==> src/logic/ramp_ctrl_pkg.sv <==
// Functional notes
// Three-state bit floats charge pump; counter reset bit holds RF counters.
// Low three word bits route to function, clock, deviation, step or delay register.
// Strobe sync select retimes the load strobe to the phase detector clock.
// Integer mode code disables modulator and ramping; host zeroes fractions.
// Ramp status picks readback, ramp-complete pulse, or forced pump up/down.
// Host sets the multiplexed output select to all ones for those options.
// Clock divider mode runs timer as ramp counter, fast lock, or off.
// Ramp timer sets step timeout in ramp mode, wideband time in fast lock.
// Divider select loads the step-time divider (0) or the ramp timer (1).
// Trigger invert picks rising (0) or falling (1) active trigger edge.
// Ramp clock source is the internal divider (0) or trigger pin edges (1).
// Parabolic bit makes steps grow each step; otherwise a linear ramp.
// Trigger rising edge captures frequency for readback; sweep goes or stops.
// FSK ramp adds deviation while trigger high; dual ramp alternates sets.
// Deviation select writes word one or two, each with shift and step.
// Step select writes step word one or two; it counts steps per ramp.
// Trigger-started ramp waits the start delay only with both delay bits.
// Triangular delay pauses between sections; single triangle runs once.
// Trigger enable lets a high trigger level start the ramp.
// Fast ramp returns from top to bottom in small steps.
// Ramp delay pauses between ramps; delay fast lock widens loop meanwhile.
// Delay clock is phase detector tick or that times the step divider.
// Host programs delay down to function, select-bit registers twice.
// Host writes all reserved bits as zero.
package ramp_ctrl_pkg;
  localparam logic [2:0] ADDR_FUNC = 3'h3;
  localparam logic [2:0] ADDR_CLK  = 3'h4;
  localparam logic [2:0] ADDR_DEV  = 3'h5;
  localparam logic [2:0] ADDR_STEP = 3'h6;
  localparam logic [2:0] ADDR_DLY  = 3'h7;
  localparam int FN_TRI = 4;
  localparam int FN_CRST = 3;
  localparam int CK_SYNC = 31;
  localparam int CK_SEL = 6;
  localparam int DV_INV = 30;
  localparam int DV_TXCLK = 29;
  localparam int DV_PARAB = 28;
  localparam int DV_FSKR = 25;
  localparam int DV_DUAL = 24;
  localparam int SEL_BIT = 23;
  localparam int DL_TRIG_DLY = 23;
  localparam int DL_TRI_DLY = 22;
  localparam int DL_SINGLE = 21;
  localparam int DL_TRIG_EN = 20;
  localparam int DL_FAST = 19;
  localparam int DL_FL = 18;
  localparam int DL_RAMP_DLY = 17;
  localparam int DL_CLKSEL = 16;
  localparam int DL_DSTART = 15;
  localparam logic [4:0] SD_NORMAL  = 5'h00;
  localparam logic [4:0] SD_INTEGER = 5'h0E;
  localparam logic [4:0] ST_READBACK = 5'h02;
  localparam logic [4:0] ST_DONE     = 5'h03;
  localparam logic [4:0] ST_CP_UP    = 5'h10;
  localparam logic [4:0] ST_CP_DOWN  = 5'h11;
  localparam logic [1:0] CDM_OFF  = 2'h0;
  localparam logic [1:0] CDM_FL   = 2'h1;
  localparam logic [1:0] CDM_RAMP = 2'h3;
  localparam logic [1:0] IRQ_OFF  = 2'h0;
  localparam logic [1:0] IRQ_STOP = 2'h3;

  typedef struct packed {
    logic        cp3;
    logic        crst;
    logic        sync_sel;
    logic [4:0]  sd_mode;
    logic [4:0]  status;
    logic [1:0]  cdm;
    logic [11:0] clk1;
    logic [11:0] clk2;
    logic [30:24] dvf;
    logic [3:0]  sh0;
    logic [3:0]  sh1;
    logic [15:0] dev0;
    logic [15:0] dev1;
    logic [19:0] st0;
    logic [19:0] st1;
    logic [23:3] dly;
  } cfg_t;

  localparam cfg_t CFG_RST = '0;

  typedef enum logic [2:0] {IDLE, SDLY, RUN, GAP, HOLD} ramp_state_t;
endpackage : ramp_ctrl_pkg

==> src/logic/serial_word_if.sv <==
`timescale 1ns/1ps
interface serial_word_if;
  logic [31:0] word;
  logic        load;
  modport src (output word, output load);
  modport dst (input word, input load);
endinterface : serial_word_if

==> src/logic/pin_sync.sv <==
`timescale 1ns/1ps
module pin_sync (
  input  wire logic clk_in,
  input  wire logic rst_in,
  input  wire logic pin_in,
  output logic      level_out
);
  logic s1, s2, s3, next_level;
  always_comb begin
    next_level = (s2 == s3) ? s3 : level_out;
  end
  always_ff @(posedge clk_in or posedge rst_in) begin
    if (rst_in) begin
      s1 <= 1'b0;
      s2 <= 1'b0;
      s3 <= 1'b0;
      level_out <= 1'b0;
    end else begin
      s1 <= pin_in;
      s2 <= s1;
      s3 <= s2;
      level_out <= next_level;
    end
  end
endmodule : pin_sync

==> src/logic/serial_port.sv <==
`timescale 1ns/1ps
module serial_port (
  input  wire logic     clk_in,
  input  wire logic     rst_in,
  input  wire logic     sclk_in,
  input  wire logic     sdata_in,
  input  wire logic     strobe_in,
  serial_word_if.src    out
);
  logic [31:0] shift, next_shift, word, next_word;
  logic        sclk_d, strobe_d, load, next_load;
  always_comb begin
    next_shift = shift;
    next_word = word;
    next_load = 1'b0;
    if (sclk_in && !sclk_d) begin
      next_shift = {shift[30:0], sdata_in};
    end
    if (strobe_in && !strobe_d) begin
      next_word = shift;
      next_load = 1'b1;
    end
  end
  always_ff @(posedge clk_in or posedge rst_in) begin
    if (rst_in) begin
      shift <= 32'h0000_0000;
      word <= 32'h0000_0000;
      load <= 1'b0;
      sclk_d <= 1'b0;
      strobe_d <= 1'b0;
    end else begin
      shift <= next_shift;
      word <= next_word;
      load <= next_load;
      sclk_d <= sclk_in;
      strobe_d <= strobe_in;
    end
  end
  assign out.word = word;
  assign out.load = load;
endmodule : serial_port

==> src/logic/ramp_waveform_control_regs.sv <==
`timescale 1ns/1ps
module ramp_waveform_control_regs (
  // Clock and reset
  input  wire logic   clk_in,
  input  wire logic   rst_in,
  // Serial interface pins
  input  wire logic   serial_clock_pin_in,
  input  wire logic   serial_data_pin_in,
  input  wire logic   load_strobe_pin_in,
  // Modulation trigger pin
  input  wire logic   mod_trigger_pin_in,
  // Phase detector clock enable, one-cycle pulse
  input  wire logic   phase_detector_clock_in,
  // Synthesizer controls
  output logic        cp_three_state_out,
  output logic        counter_reset_out,
  output logic        integer_mode_out,
  output logic        cp_force_up_out,
  output logic        cp_force_down_out,
  output logic        multiplexed_output_pin_out,
  output logic        fast_lock_out,
  output logic        ramp_active_out,
  output logic [31:0] freq_offset_out,
  output logic [31:0] readback_out
);
  typedef struct packed {
    ramp_ctrl_pkg::ramp_state_t st;
    logic [11:0] pre, tmr, cnt, flc;
    logic [19:0] steps;
    logic        dir, set, trig_d, done, rbv, mux, up, dn, fl, act;
    logic [31:0] acc, freq, out, rb;
  } ramp_t;

  serial_word_if wif ();
  logic sclk_s, sdata_s, strobe_s, trig_s;
  ramp_ctrl_pkg::cfg_t cfg, next_cfg;
  ramp_t r, next_r;
  logic pend, next_pend, apply, tick;
  logic [2:0] addr;
  logic [31:0] w;

  pin_sync u_sclk (.clk_in(clk_in), .rst_in(rst_in),
    .pin_in(serial_clock_pin_in), .level_out(sclk_s));
  pin_sync u_sdata (.clk_in(clk_in), .rst_in(rst_in),
    .pin_in(serial_data_pin_in), .level_out(sdata_s));
  pin_sync u_strobe (.clk_in(clk_in), .rst_in(rst_in),
    .pin_in(load_strobe_pin_in), .level_out(strobe_s));
  pin_sync u_trig (.clk_in(clk_in), .rst_in(rst_in),
    .pin_in(mod_trigger_pin_in), .level_out(trig_s));
  serial_port u_port (.clk_in(clk_in), .rst_in(rst_in),
    .sclk_in(sclk_s), .sdata_in(sdata_s), .strobe_in(strobe_s),
    .out(wif.src));

  function automatic logic hit(input logic [11:0] c,
                               input logic [11:0] lim);
    return ({1'b0, c} + 13'h0001) >= {1'b0, lim};
  endfunction : hit

  function automatic logic [31:0] scaled(input logic [15:0] d,
                                         input logic [3:0] s);
    return {{16{d[15]}}, d} << s;
  endfunction : scaled

  assign tick = phase_detector_clock_in;
  assign w = wif.word;
  assign addr = w[2:0];
  // Word acts at once or waits for the next phase detector tick
  assign apply = (wif.load && (!cfg.sync_sel || tick))
               || (pend && tick);

  always_comb begin
    next_cfg = cfg;
    next_pend = pend;
    if (wif.load && cfg.sync_sel && !tick) begin
      next_pend = 1'b1;
    end else if (tick) begin
      next_pend = 1'b0;
    end
    if (apply) begin
      unique case (addr)
        ramp_ctrl_pkg::ADDR_FUNC: begin
          next_cfg.cp3 = w[ramp_ctrl_pkg::FN_TRI];
          next_cfg.crst = w[ramp_ctrl_pkg::FN_CRST];
        end
        ramp_ctrl_pkg::ADDR_CLK: begin
          next_cfg.sync_sel = w[ramp_ctrl_pkg::CK_SYNC];
          next_cfg.sd_mode = w[30:26];
          next_cfg.status = w[25:21];
          next_cfg.cdm = w[20:19];
          if (w[ramp_ctrl_pkg::CK_SEL]) begin
            next_cfg.clk2 = w[18:7];
          end else begin
            next_cfg.clk1 = w[18:7];
          end
        end
        ramp_ctrl_pkg::ADDR_DEV: begin
          next_cfg.dvf = w[30:24];
          if (w[ramp_ctrl_pkg::SEL_BIT]) begin
            next_cfg.sh1 = w[22:19];
            next_cfg.dev1 = w[18:3];
          end else begin
            next_cfg.sh0 = w[22:19];
            next_cfg.dev0 = w[18:3];
          end
        end
        ramp_ctrl_pkg::ADDR_STEP: begin
          if (w[ramp_ctrl_pkg::SEL_BIT]) begin
            next_cfg.st1 = w[22:3];
          end else begin
            next_cfg.st0 = w[22:3];
          end
        end
        ramp_ctrl_pkg::ADDR_DLY: next_cfg.dly = w[23:3];
        default: ;
      endcase
    end
  end

  always_ff @(posedge clk_in or posedge rst_in) begin
    if (rst_in) begin
      cfg <= ramp_ctrl_pkg::CFG_RST;
      pend <= 1'b0;
    end else begin
      cfg <= next_cfg;
      pend <= next_pend;
    end
  end

  logic int_mode, trig_en, tri_wave, pre_tick, tmr_tick, step_en;
  logic dly_tick, act_edge, rise, run_ok, last;
  logic [19:0] lim;
  logic [31:0] dv, acc_n, fsk;

  always_comb begin
    int_mode = cfg.sd_mode == ramp_ctrl_pkg::SD_INTEGER;
    trig_en = cfg.dly[ramp_ctrl_pkg::DL_TRIG_EN];
    tri_wave = cfg.dly[ramp_ctrl_pkg::DL_FAST]
             || cfg.dly[ramp_ctrl_pkg::DL_SINGLE];
    rise = trig_s && !r.trig_d;
    act_edge = cfg.dvf[ramp_ctrl_pkg::DV_INV] ? (!trig_s && r.trig_d)
             : rise;
    pre_tick = tick && hit(r.pre, cfg.clk1);
    tmr_tick = pre_tick && hit(r.tmr, cfg.clk2);
    step_en = cfg.dvf[ramp_ctrl_pkg::DV_TXCLK] ? act_edge
            : (tmr_tick && cfg.cdm == ramp_ctrl_pkg::CDM_RAMP);
    dly_tick = cfg.dly[ramp_ctrl_pkg::DL_CLKSEL] ? pre_tick : tick;
    run_ok = !int_mode && (cfg.cdm == ramp_ctrl_pkg::CDM_RAMP
             || cfg.dvf[ramp_ctrl_pkg::DV_TXCLK]);
    lim = (r.set || (r.dir && cfg.dly[ramp_ctrl_pkg::DL_FAST]))
        ? cfg.st1 : cfg.st0;
    last = ({1'b0, r.steps} + 21'h000001) >= {1'b0, lim};
    dv = r.set ? scaled(cfg.dev1, cfg.sh1) : scaled(cfg.dev0, cfg.sh0);
    acc_n = cfg.dvf[ramp_ctrl_pkg::DV_PARAB] ? r.acc + dv : dv;
    fsk = (cfg.dvf[ramp_ctrl_pkg::DV_FSKR] && trig_s)
        ? scaled(cfg.dev0, cfg.sh0) : 32'h0000_0000;
  end

  always_comb begin
    next_r = r;
    next_r.trig_d = trig_s;
    next_r.done = 1'b0;
    if (tick) begin
      next_r.pre = pre_tick ? 12'h000 : r.pre + 12'h001;
    end
    if (pre_tick) begin
      next_r.tmr = tmr_tick ? 12'h000 : r.tmr + 12'h001;
    end
    if (apply && cfg.cdm == ramp_ctrl_pkg::CDM_FL) begin
      next_r.flc = cfg.clk2;
    end else if (pre_tick && r.flc != 12'h000) begin
      next_r.flc = r.flc - 12'h001;
    end
    unique case (r.st)
      ramp_ctrl_pkg::IDLE: begin
        next_r.steps = 20'h00000;
        next_r.acc = 32'h0000_0000;
        next_r.freq = 32'h0000_0000;
        next_r.dir = 1'b0;
        next_r.set = 1'b0;
        next_r.cnt = 12'h000;
        if (run_ok && (!trig_en || trig_s)) begin
          if (cfg.dly[ramp_ctrl_pkg::DL_DSTART] && (!trig_en
              || cfg.dly[ramp_ctrl_pkg::DL_TRIG_DLY])) begin
            next_r.st = ramp_ctrl_pkg::SDLY;
          end else begin
            next_r.st = ramp_ctrl_pkg::RUN;
          end
        end
      end
      ramp_ctrl_pkg::SDLY, ramp_ctrl_pkg::GAP: begin
        if (dly_tick) begin
          next_r.cnt = r.cnt + 12'h001;
          if (hit(r.cnt, cfg.dly[14:3])) begin
            next_r.cnt = 12'h000;
            next_r.st = ramp_ctrl_pkg::RUN;
          end
        end
      end
      ramp_ctrl_pkg::RUN: begin
        if (step_en) begin
          next_r.acc = acc_n;
          next_r.freq = r.dir ? r.freq - acc_n : r.freq + acc_n;
          next_r.steps = r.steps + 20'h00001;
          if (last) begin
            next_r.done = 1'b1;
            next_r.steps = 20'h00000;
            next_r.acc = 32'h0000_0000;
            if (tri_wave && !r.dir) begin
              next_r.dir = 1'b1;
              if (cfg.dly[ramp_ctrl_pkg::DL_TRI_DLY]
                  && cfg.dly[ramp_ctrl_pkg::DL_RAMP_DLY]) begin
                next_r.st = ramp_ctrl_pkg::GAP;
              end
            end else begin
              next_r.dir = 1'b0;
              if (!tri_wave) begin
                next_r.freq = 32'h0000_0000;
              end
              if (cfg.dvf[ramp_ctrl_pkg::DV_DUAL]) begin
                next_r.set = !r.set;
              end
              if (cfg.dly[ramp_ctrl_pkg::DL_SINGLE]) begin
                next_r.st = ramp_ctrl_pkg::HOLD;
              end else if (cfg.dly[ramp_ctrl_pkg::DL_RAMP_DLY]) begin
                next_r.st = ramp_ctrl_pkg::GAP;
              end
            end
          end
        end
      end
      ramp_ctrl_pkg::HOLD: begin
        if (apply) begin
          next_r.st = ramp_ctrl_pkg::IDLE;
        end
      end
    endcase
    if (rise && cfg.dvf[27:26] != ramp_ctrl_pkg::IRQ_OFF
        && r.st == ramp_ctrl_pkg::RUN) begin
      next_r.rb = r.freq;
      next_r.rbv = 1'b1;
      if (cfg.dvf[27:26] == ramp_ctrl_pkg::IRQ_STOP) begin
        // Stop exactly at the captured frequency, even on a step cycle
        next_r.freq = r.freq;
        next_r.st = ramp_ctrl_pkg::HOLD;
      end
    end
    if (int_mode) begin
      next_r.st = ramp_ctrl_pkg::IDLE;
    end
    next_r.out = r.freq + fsk;
    next_r.mux = (cfg.status == ramp_ctrl_pkg::ST_READBACK && r.rbv)
      || (cfg.status == ramp_ctrl_pkg::ST_DONE && r.done);
    next_r.up = cfg.status == ramp_ctrl_pkg::ST_CP_UP;
    next_r.dn = cfg.status == ramp_ctrl_pkg::ST_CP_DOWN;
    next_r.fl = (r.st == ramp_ctrl_pkg::GAP
      && cfg.dly[ramp_ctrl_pkg::DL_FL]) || r.flc != 12'h000;
    next_r.act = next_r.st == ramp_ctrl_pkg::RUN;
  end

  always_ff @(posedge clk_in or posedge rst_in) begin
    if (rst_in) begin
      r <= '0;
    end else begin
      r <= next_r;
    end
  end

  always_ff @(posedge clk_in or posedge rst_in) begin
    if (rst_in) begin
      cp_three_state_out <= 1'b0;
      counter_reset_out <= 1'b0;
      integer_mode_out <= 1'b0;
    end else begin
      cp_three_state_out <= cfg.cp3;
      counter_reset_out <= cfg.crst;
      integer_mode_out <= int_mode;
    end
  end

  assign cp_force_up_out = r.up;
  assign cp_force_down_out = r.dn;
  assign multiplexed_output_pin_out = r.mux;
  assign fast_lock_out = r.fl;
  assign ramp_active_out = r.act;
  assign freq_offset_out = r.out;
  assign readback_out = r.rb;
endmodule : ramp_waveform_control_regs

==> config.mk <==
export PLATFORM = sky130hd
export DESIGN_NAME = ramp_waveform_control_regs
export DESIGN_NICKNAME = d
export VERILOG_FILES = /design/src/logic/ramp_ctrl_pkg.sv /design/src/logic/serial_word_if.sv /design/src/logic/pin_sync.sv /design/src/logic/serial_port.sv /design/src/logic/ramp_waveform_control_regs.sv
export SDC_FILE = /design/constraint.sdc
export NUM_CORES = 1
export LEC_CHECK = 0
export ABC_AREA = 0
export BUFFER_PORTS_ARGS = -buffer_cell sky130_fd_sc_hd__buf_4
export CAP_MARGIN = 0
export CORE_MARGIN = 3
export CORE_UTILIZATION = 59
export CTS_BUF_LIST = sky130_fd_sc_hd__clkbuf_4
export DETAILED_ROUTE_END_ITERATION = 16
export GPL_ROUTABILITY_DRIVEN = 0
export GPL_TIMING_DRIVEN = 1
export PLACE_DENSITY = 0.76
export REMOVE_ABC_BUFFERS = 1
export SLEW_MARGIN = 20
export SYNTH_ARGS = -nofsm -noshare
export SYNTH_HDL_FRONTEND = slang
export SYNTH_SLANG_ARGS = --single-unit
==> constraint.sdc <==
create_clock -name clk_in -period 13 [get_ports clk_in]
set_input_delay 0 -clock clk_in [delete_from_list [all_inputs] [get_ports clk_in]]
set_output_delay 0 -clock clk_in [all_outputs]
set_load 0.005 [all_outputs]
==> results of run 1 <==
## power by group through the flow
stage / clock network, µW / logic [µW] / registers [µW]
global route: 1320 / 2600 / 1740
finish: 1200 / 2360 / 1720
floorplan: 0 / 1800 / 1670
detailed placement: 0 / 2300 / 1740
global placement: 0 / 2210 / 1730
CTS: 1240 / 2320 / 1710
## kinds of logic after synthesis
kind of cell	after synthesis
AOI/OAI and AO/OA	693
xor gates and xnor gates	152
adders and majority gates	162
buffers and inverters	289
DFF	443
muxes	343
and+or+nand+nor	722
## worst max-delay path, stage by stage, from the launching register on
cell	delay, ns
sky130_fd_sc_hd__dfrtp_2	0.81
sky130_fd_sc_hd__mux4_1	0.68
sky130_fd_sc_hd__mux2_2	0.32
sky130_fd_sc_hd__mux2i_1	0.22
sky130_fd_sc_hd__nor2_1	0.07
sky130_fd_sc_hd__nor3_1	0.48
sky130_fd_sc_hd__inv_1	0.13
sky130_fd_sc_hd__ha_1	0.36
sky130_fd_sc_hd__nand2_1	0.14
sky130_fd_sc_hd__nor2_1	0.08
sky130_fd_sc_hd__a21oi_1	0.16
sky130_fd_sc_hd__nor3b_1	0.60
sky130_fd_sc_hd__a21o_1	0.22
sky130_fd_sc_hd__a221oi_1	0.14
sky130_fd_sc_hd__or2_2	0.37
sky130_fd_sc_hd__or2_2	0.30
sky130_fd_sc_hd__o41ai_1	0.47
sky130_fd_sc_hd__xor2_1	0.16
sky130_fd_sc_hd__ha_1	0.37
sky130_fd_sc_hd__inv_1	0.07
sky130_fd_sc_hd__nor3_1	0.21
sky130_fd_sc_hd__nand4_1	0.18
sky130_fd_sc_hd__a31o_2	0.28
sky130_fd_sc_hd__o21a_1	0.21
sky130_fd_sc_hd__o21ai_0	0.39
sky130_fd_sc_hd__xnor2_1	0.17
sky130_fd_sc_hd__a21oi_1	0.18
sky130_fd_sc_hd__o22ai_1	0.11
## through the flow
stage | total power [µW] | hold WS (ns) | instance area [µm²] | cells | utilization, %
final | 5290 | 0.0934 | 30400 | 3561 | 64.8
after global placement | 3940 | 0.111 | 28800 | 3334 | 61.4
after global routing | 5660 | 0.0397 | 30400 | 3561 | 64.8
after detailed placement | 4040 | 0.112 | 28800 | 3334 | 61.4
after floorplan | 3480 | 0.0314 | 27100 | 2622 | -
after CTS | 5270 | 0.00382 | 30300 | 3555 | 64.8
## sequential cells by signal, summed over array words and instances, names as in the netlist, 32 cells and up
signal / count
cfg: 147
freq_offset_out: 32
r: 140
readback_out: 32
u_port.out.word: 32
u_port.shift: 32
## final cells by class
type | count | area, µm²
Sequential cell | 443 | 11100
Inverter | 107 | 409
Tap cell | 607 | 759
Multi-Input combinational cell | 2072 | 15700
Clock inverter | 48 | 262
Fill cell | 3701 | 16500
Antenna cell | 6 | 15.0
Timing Repair Buffer | 117 | 921
Clock buffer | 161 | 1210
## worst max-delay path by stage
stage             from  cells after the start     end
2_1_floorplan   rst_in                      1  cfg[0]
3_3_place_gp   cfg[98]                     27   r[95]
3_5_place_dp   cfg[98]                     27   r[95]
4_1_cts        cfg[98]                     27   r[95]
5_1_grt        cfg[97]                     28   r[94]
6_report       cfg[98]                     27   r[95]
## routing by layer
metal	up-vias	track usage, %	wire length [µm]
met4	0	11.3	2460
met3	170	5.19	4500
met1	10700	36.4	29300
met5	-	0	0
met2	827	45.5	33000
li1	10300	-	-
## synth_stat cells, types with 32 or more instances
cell type,number
sky130_fd_sc_hd__a21o_1,71
sky130_fd_sc_hd__inv_1,104
sky130_fd_sc_hd__mux2i_1,66
sky130_fd_sc_hd__xnor2_1,90
sky130_fd_sc_hd__buf_4,74
sky130_fd_sc_hd__a22o_1,54
sky130_fd_sc_hd__ha_1,155
sky130_fd_sc_hd__xor2_1,62
sky130_fd_sc_hd__nor3_1,38
sky130_fd_sc_hd__dfrtp_1,443
sky130_fd_sc_hd__nor2b_1,32
sky130_fd_sc_hd__a21oi_1,134
sky130_fd_sc_hd__nand2_1,224
sky130_fd_sc_hd__clkbuf_1,74
sky130_fd_sc_hd__nor2_1,152
sky130_fd_sc_hd__nand2b_1,41
sky130_fd_sc_hd__mux2_2,242
sky130_fd_sc_hd__nand3_1,78
sky130_fd_sc_hd__o21ai_0,204
==> reports/results.txt, run 1 <==
The worst path meets setup with 4.96 ns of slack. The total of flip-flops plus latches after synthesis works out to 443. The adder-cell share of the synthesized area came out at 7.23%. After routing, the total negative slack on setup checks comes to 0 ns. The maximum vdd ir drop was 0.000119 V; the wire length per cell after detailed routing was 19.4 µm. The longest clock path from root to sink contains 3 buffers. The proportion of netlist area held by the largest area contributor was 39.3%; the time the worst path needs with I/O delays and setup was 8.04 ns.

Between clock sinks in the finished design, the worst skew comes to 0.0587 ns. Once detail routing completed, the nets flagged for antenna violations numbered 0. The tools report the setup slack of the worst register-to-register path as 4.96 ns.

The tools report the synthesized area as 0.0282 mm². The XOR/XNOR share of the synthesized area was 4.72%. In the synthesized netlist, the number of instances is 2804. The worst min-delay path class was primary input to register. Setup repair after global routing left no endpoint under its margin.

The area growth from synthesis to layout is 7.69%. The worst pin sits at a relative slew slack of 29.7%. Along the worst path, the maximum fanout reaches 33.

The portion of synthesized area spent on multiplexers is 14.7%. After floorplanning, the core was sized to cover 0.0469 mm². In the layout the commonest cells are sky130_fd_sc_hd__dfrtp_1 (440), sky130_fd_sc_hd__mux2_2 (242), sky130_fd_sc_hd__nand2_1 (224). Sequential elements use 39.3% of the synthesized area. Setup violations remaining at the end of the flow were counted as 0. Dividing the detail-routed via count by the number of cells gives 6.19. The via count of the first global-routing pass is 21900, and the mean instance size in the synthesized netlist is 10.1 µm². The relative contribution of combinational cells to total power was 44.7%; the timing-limited maximum frequency was 124 MHz.

The async set-or-reset flop fraction in the synthesized netlist works out to 100%. The terminus of the critical flop-to-flop path was r[95]. The tools report the startpoint kind of the worst setup timing path as a register. Counting cells, the worst reg-to-reg path comes to 27. By area, the combinational part of the netlist is dominated by compound AO/OA/AOI/OAI gates. The start-to-end type of the worst setup path is register to register.

The logs give 79 for the number of rows in the core area and 13.78 ns for the required arrival time at the worst endpoint. The run finished with clean final reports. The fraction of layout cells with a size suffix above 1 was 20.6%; the global routing usage summed across all routing layers was 27.7%.

The run gives 0 as the final max-slew violation count. The launching point of the worst reg2reg path is cfg[98]. TritonCTS built the clock tree. In this run the power density over the cells is 174 mW/mm².

The count of endpoints failing hold in the final timing report is 0. The first global-routing pass estimated 114 mm of wire. The arrival time reported for the critical path endpoint was 8.82 ns. Sorting the synthesized cells by area gives the leading types as sky130_fd_sc_hd__dfrtp_1 (39%), sky130_fd_sc_hd__mux2_2 (9.7%), sky130_fd_sc_hd__ha_1 (6.9%). For this design the static power due to leakage is 0.0147 µW. The logs give 22100 for the routed via count and 0 for the sum of overflow across all layers after global routing. The die outline area came out at 0.0505 mm². In this run, CTS created clock tree buffers numbering 116. The initial utilization of the core area, before any placement, comes to 60.2%.

The total wire length after detailed routing was 69.2 mm; the starting DRC count in detailed routing was 1947. For the pin with the worst max-slew slack, the measured transition is 1.05 ns. The switching power was 2180 µW. Post-placement worst setup slack: 4.81 ns. The run gives 0 as the number of max-cap violations.

In this run the vertical extent of the chip is 225 µm. The worst path uses 61.8% of the clock period. For this run, the number of Yosys warnings is 0. The H-tree was split into 3 levels. For hold timing, the worst endpoint is r[185]. The detailed placer's ending HPWL was 49.7 mm; the distinct cell type count after synthesis was 97.

Cell internal power was estimated by the tool at 3100 µW. Buffers inserted to repair hold after CTS numbered 12. Once the clock tree was built, the setup fixing pass inserted 0 buffers. For this run, design rule violations remaining after detail routing come to 0. The run gives 3 as the initial antenna violation count. The startpoint identified for the worst hold timing path is phase_detector_clock_in. Cell taking the most area after synthesis: sky130_fd_sc_hd__dfrtp_1. Summing the areas of all compound-gate instances in the mapped netlist gives 16.2% of the synthesized area. The logs give 3022 for the number of nets in the layout and 32.6% for the proportion of power drawn by flip-flops and latches. The clock root buffer was sky130_fd_sc_hd__clkbuf_4.

The clock network fraction of total power is 22.7%. The number of cells on the worst hold path is 4. Top-level port count: 79.

The chip width came out at 225 µm. The number of port buffers is 78, and the number of cells upsized or downsized after cts is 0. STA classifies the critical path endpoint as a register. The most used flip-flop cell after synthesis is sky130_fd_sc_hd__dfrtp_1. For this run, the detailed router's first-pass iteration total came to 6. The switching part of the total works out to 41.3%. Leaving out fill and tap cells, the most frequent cell in the layout is sky130_fd_sc_hd__dfrtp_1.

Clock-pin slew was measured on the worst setup and hold paths at 0.06 ns. The clock latency on the worst-skew pair was 0.95 ns; the simple-gate share of the synthesized area was 12.6%. The number of clock sinks is 443, and the largest net degree at the start of global routing is 197.

Number of enable-type register cells in the synthesized netlist: 0.
Note: power is estimated with default switching activity, not from simulation.
==> run 2: changes to the inputs <==
==> constraint.sdc (replaced) <==
create_clock -name clk_in -period 6.58 [get_ports clk_in]
set_input_delay 0 -clock clk_in [delete_from_list [all_inputs] [get_ports clk_in]]
set_output_delay 0 -clock clk_in [all_outputs]
set_load 0.005 [all_outputs]
==> run 2 against run 1 <==
  * Critical path depth unchanged
  * Non-clock buffer count up 312
  * Routed wire length is 12% higher
  * Flip-flop and latch count stayed put
  * Critical endpoint unchanged
==> reports/results.txt, run 2 (synthesized netlist as in run 1, its figures left out) <==
The flow ran to the end, and the final reports show no timing, DRC or antenna violations. Area of the core: 0.0469 mm². In this run the most critical hold path is launched from phase_detector_clock_in. Dividing the detail-routed via count by the number of cells gives 6.22.

Across every metal layer, demand over resource in global routing totals 30.2%. Area of placed instances: 0.0310 mm². The tools report the launching point of the worst reg2reg path as cfg[94]. The tightest min-delay check is of the primary input to register type. After the last flow step, the layout net total stands at 3332.

Data arrives at the worst endpoint at 7.36 ns. Data on the critical path is required at its endpoint by 7.40 ns. The area growth from synthesis to layout is 18.5%. The final max-slew violation count was 0.

The highest fanout seen on the critical path is 12. Measured along the x axis, the die boundary spans 225 µm. The startpoint of the worst setup timing path was cfg[94].

Once layout is done, the placed cells without fillers occupy 0.0334 mm². Combinational logic burns 54.9% of the power. For this run, the detailed router's first-pass iteration total came to 6.

The worst setup path is launched from a register. Setup violations remaining at the end of the flow were counted as 0. Cell internal power was estimated by the tool at 7490 µW.

Setup slack on the worst reg-to-reg path comes out at 0.04 ns. The largest registers in the layout are cfg: 147 flops, r: 140 flops. The start-to-end type of the worst setup path is register to register. The logs give 123 mm for the global-route wire length before repair and 0.0815 ns for the final setup skew. The worst reg-to-reg path cell count came out at 27.

The max-slew headroom at the worst pin came out at 29.2%. For the routed via count, the log shows 24000. The nature of the critical path endpoint is a register.

The floorplan has 79 rows. VDD sags by at most 0.000238 V. The critical path ends at r[95]. Setup repair after global routing could not meet its margin everywhere. Of the cells placed in the final design, the portion with a size suffix greater than 1 is 31.9%.

Net switching is 40.1% of the power. The via count of the first global-routing pass was 24000. Detailed placement finished with a half-perimeter wire length of 55.2 mm.

The analysis attributes to cell leakage a power of 0.0164 µW. The wire length per cell after detailed routing is 20.2 µm. Counting the buffers created by CTS gives 114. The sum of overflow across all layers after global routing was 0; the clock latency on the worst-skew pair was 0.91 ns. The count of H-tree levels built during CTS was 3. After detailed routing, the number of remaining DRC violations is 0. The count of buffers added on input and output ports is 78. The largest net degree at the start of global routing is 186, and the proportion of power drawn by flip-flops and latches is 26.8%. In the layout the commonest cells are sky130_fd_sc_hd__dfrtp_1 (436), sky130_fd_sc_hd__buf_4 (406), sky130_fd_sc_hd__mux2_2 (242). TritonCTS built the clock tree. The tree is rooted in a sky130_fd_sc_hd__clkbuf_4.

Counting flops per register, the top entry is cfg. The total wire length after detailed routing is 77.8 mm. The die outline area came out at 0.0505 mm². The slew of the pin with the lowest slew margin is 1.06 ns, and the number of clock sinks is 443.

Clock-pin slew was measured on the worst setup and hold paths at 0.07 ns. Measured along the y axis, the die boundary spans 225 µm. The accumulated negative setup slack came out at 0 ns. The final critical-path share of the clock period was 99.4%; the power density over the cells was 375 mW/mm². The initial antenna violation count was 1; the clock tree buffer depth was 3. In this run the critical register-to-register path is captured at r[95]. Count of endpoints failing hold in the final timing report: 0. In this run the remaining antenna-violating nets after routing total 0.

The register with the most flip-flops in the layout has 147 of them. During I/O placement, the number of pins put on the boundary was 79. The first routing iteration left 2049 violations. The tools report the timing-limited maximum frequency as 153 MHz. Across the run, the number of max-cap violations was 0. Initial core utilization: 60.2%.

The share of total power dissipated in the clock network is 18.4%. Summed over all nets, the switching power comes to 5020 µW. The time the worst path needs with I/O delays and setup is 6.54 ns. The leading cell type in the layout, fill and taps excluded was sky130_fd_sc_hd__dfrtp_1.
[run 2: cell types whose count changed in the layout (fill, tap and decap cells not counted), sizes merged]
cell,change
buf,+310
bufinv,-1
clkbuf,+3
clkinv,-17
diode,-5
inv,+1
[run 2: area by class of cell]
| type | instances | area [µm²] |
|---|---|---|
| clock buffers | 162 | 1220 |
| flip-flops and latches | 443 | 11100 |
| diodes | 1 | 2.50 |
| clock inverters | 31 | 160 |
| well taps | 607 | 759 |
| repair buffers | 429 | 3350 |
| fillers | 3322 | 13400 |
| multi-input cells | 2072 | 16400 |
| inverters | 107 | 409 |
[run 2: how the worst min path moves through the flow]
stage / slack [ns] / cells past startpoint / end
4_1_cts: 0.005 / 4 / r[186]
3_3_place_gp: 0.11 / 1 / u_sclk.s1
2_1_floorplan: 0.03 / 0 / u_sclk.s1
3_5_place_dp: 0.11 / 1 / u_trig.s1
6_report: 0.07 / 4 / r[186]
5_1_grt: 0.06 / 4 / r[186]
[run 2: routing by layer]
metal  vias up  GRT usage, %  wire length (µm)
li1      10900             -                 -
met1     11700          37.7             31000
met2      1017          49.9             37100
met3       293          5.21              5380
met4         0          17.1              4220
met5         -             0                 0
[run 2: worst max-delay path, stage by stage, from the launching register on]
cell and delay [ns]:
sky130_fd_sc_hd__dfrtp_2 0.45, sky130_fd_sc_hd__clkbuf_16 0.20, sky130_fd_sc_hd__buf_4 0.20, sky130_fd_sc_hd__mux4_2 0.53
sky130_fd_sc_hd__mux2i_2 0.24, sky130_fd_sc_hd__o22a_1 0.24, sky130_fd_sc_hd__o211ai_1 0.17, sky130_fd_sc_hd__ha_1 0.37
sky130_fd_sc_hd__a21oi_1 0.22, sky130_fd_sc_hd__o21ai_1 0.18, sky130_fd_sc_hd__a21oi_2 0.24, sky130_fd_sc_hd__nor3b_4 0.25
sky130_fd_sc_hd__a21o_1 0.14, sky130_fd_sc_hd__a221oi_1 0.11, sky130_fd_sc_hd__or2_2 0.34, sky130_fd_sc_hd__or2_2 0.31
sky130_fd_sc_hd__o41ai_2 0.38, sky130_fd_sc_hd__xor2_1 0.14, sky130_fd_sc_hd__ha_1 0.36, sky130_fd_sc_hd__inv_2 0.07
sky130_fd_sc_hd__nor3_2 0.14, sky130_fd_sc_hd__nand4_1 0.18, sky130_fd_sc_hd__a31o_2 0.31, sky130_fd_sc_hd__o21a_1 0.21
sky130_fd_sc_hd__o21ai_2 0.16, sky130_fd_sc_hd__xnor2_2 0.14, sky130_fd_sc_hd__a21oi_2 0.07, sky130_fd_sc_hd__o22ai_1 0.15
[run 2: timing repair]
action                                  CTS  global route
buffers inserted                          2            17
endpoints found under the setup margin    5             7
cloned                                    0             2
gates resized for setup                  31           127
endpoints found under the hold margin   202             0
hold buffers                             12             0
pin swaps                                 8            39
[run 2: power by group through the flow]
stage          clock (µW)  sequential, µW  combinational [µW]
2_1_floorplan           0            3310                3560
3_3_place_gp            0            3360                5810
3_5_place_dp            0            3380                6030
4_1_cts              2370            3330                6180
5_1_grt              2520            3370                7400
6_report             2300            3350                6870
[run 2: per-stage QoR]
step	util, %	setup WS [ns]	hold slack (ns)	total power (µW)	cells
floorplan	-	-5.76	0.0314	6870	2622
global placement	66.1	-0.171	0.112	9170	3625
detailed placement	66.1	-0.598	0.111	9410	3625
finish	71.3	0.0409	0.0711	12500	3852
global route	71.3	-0.289	0.0610	13300	3852
CTS	69.6	0.00143	0.00475	11900	3832
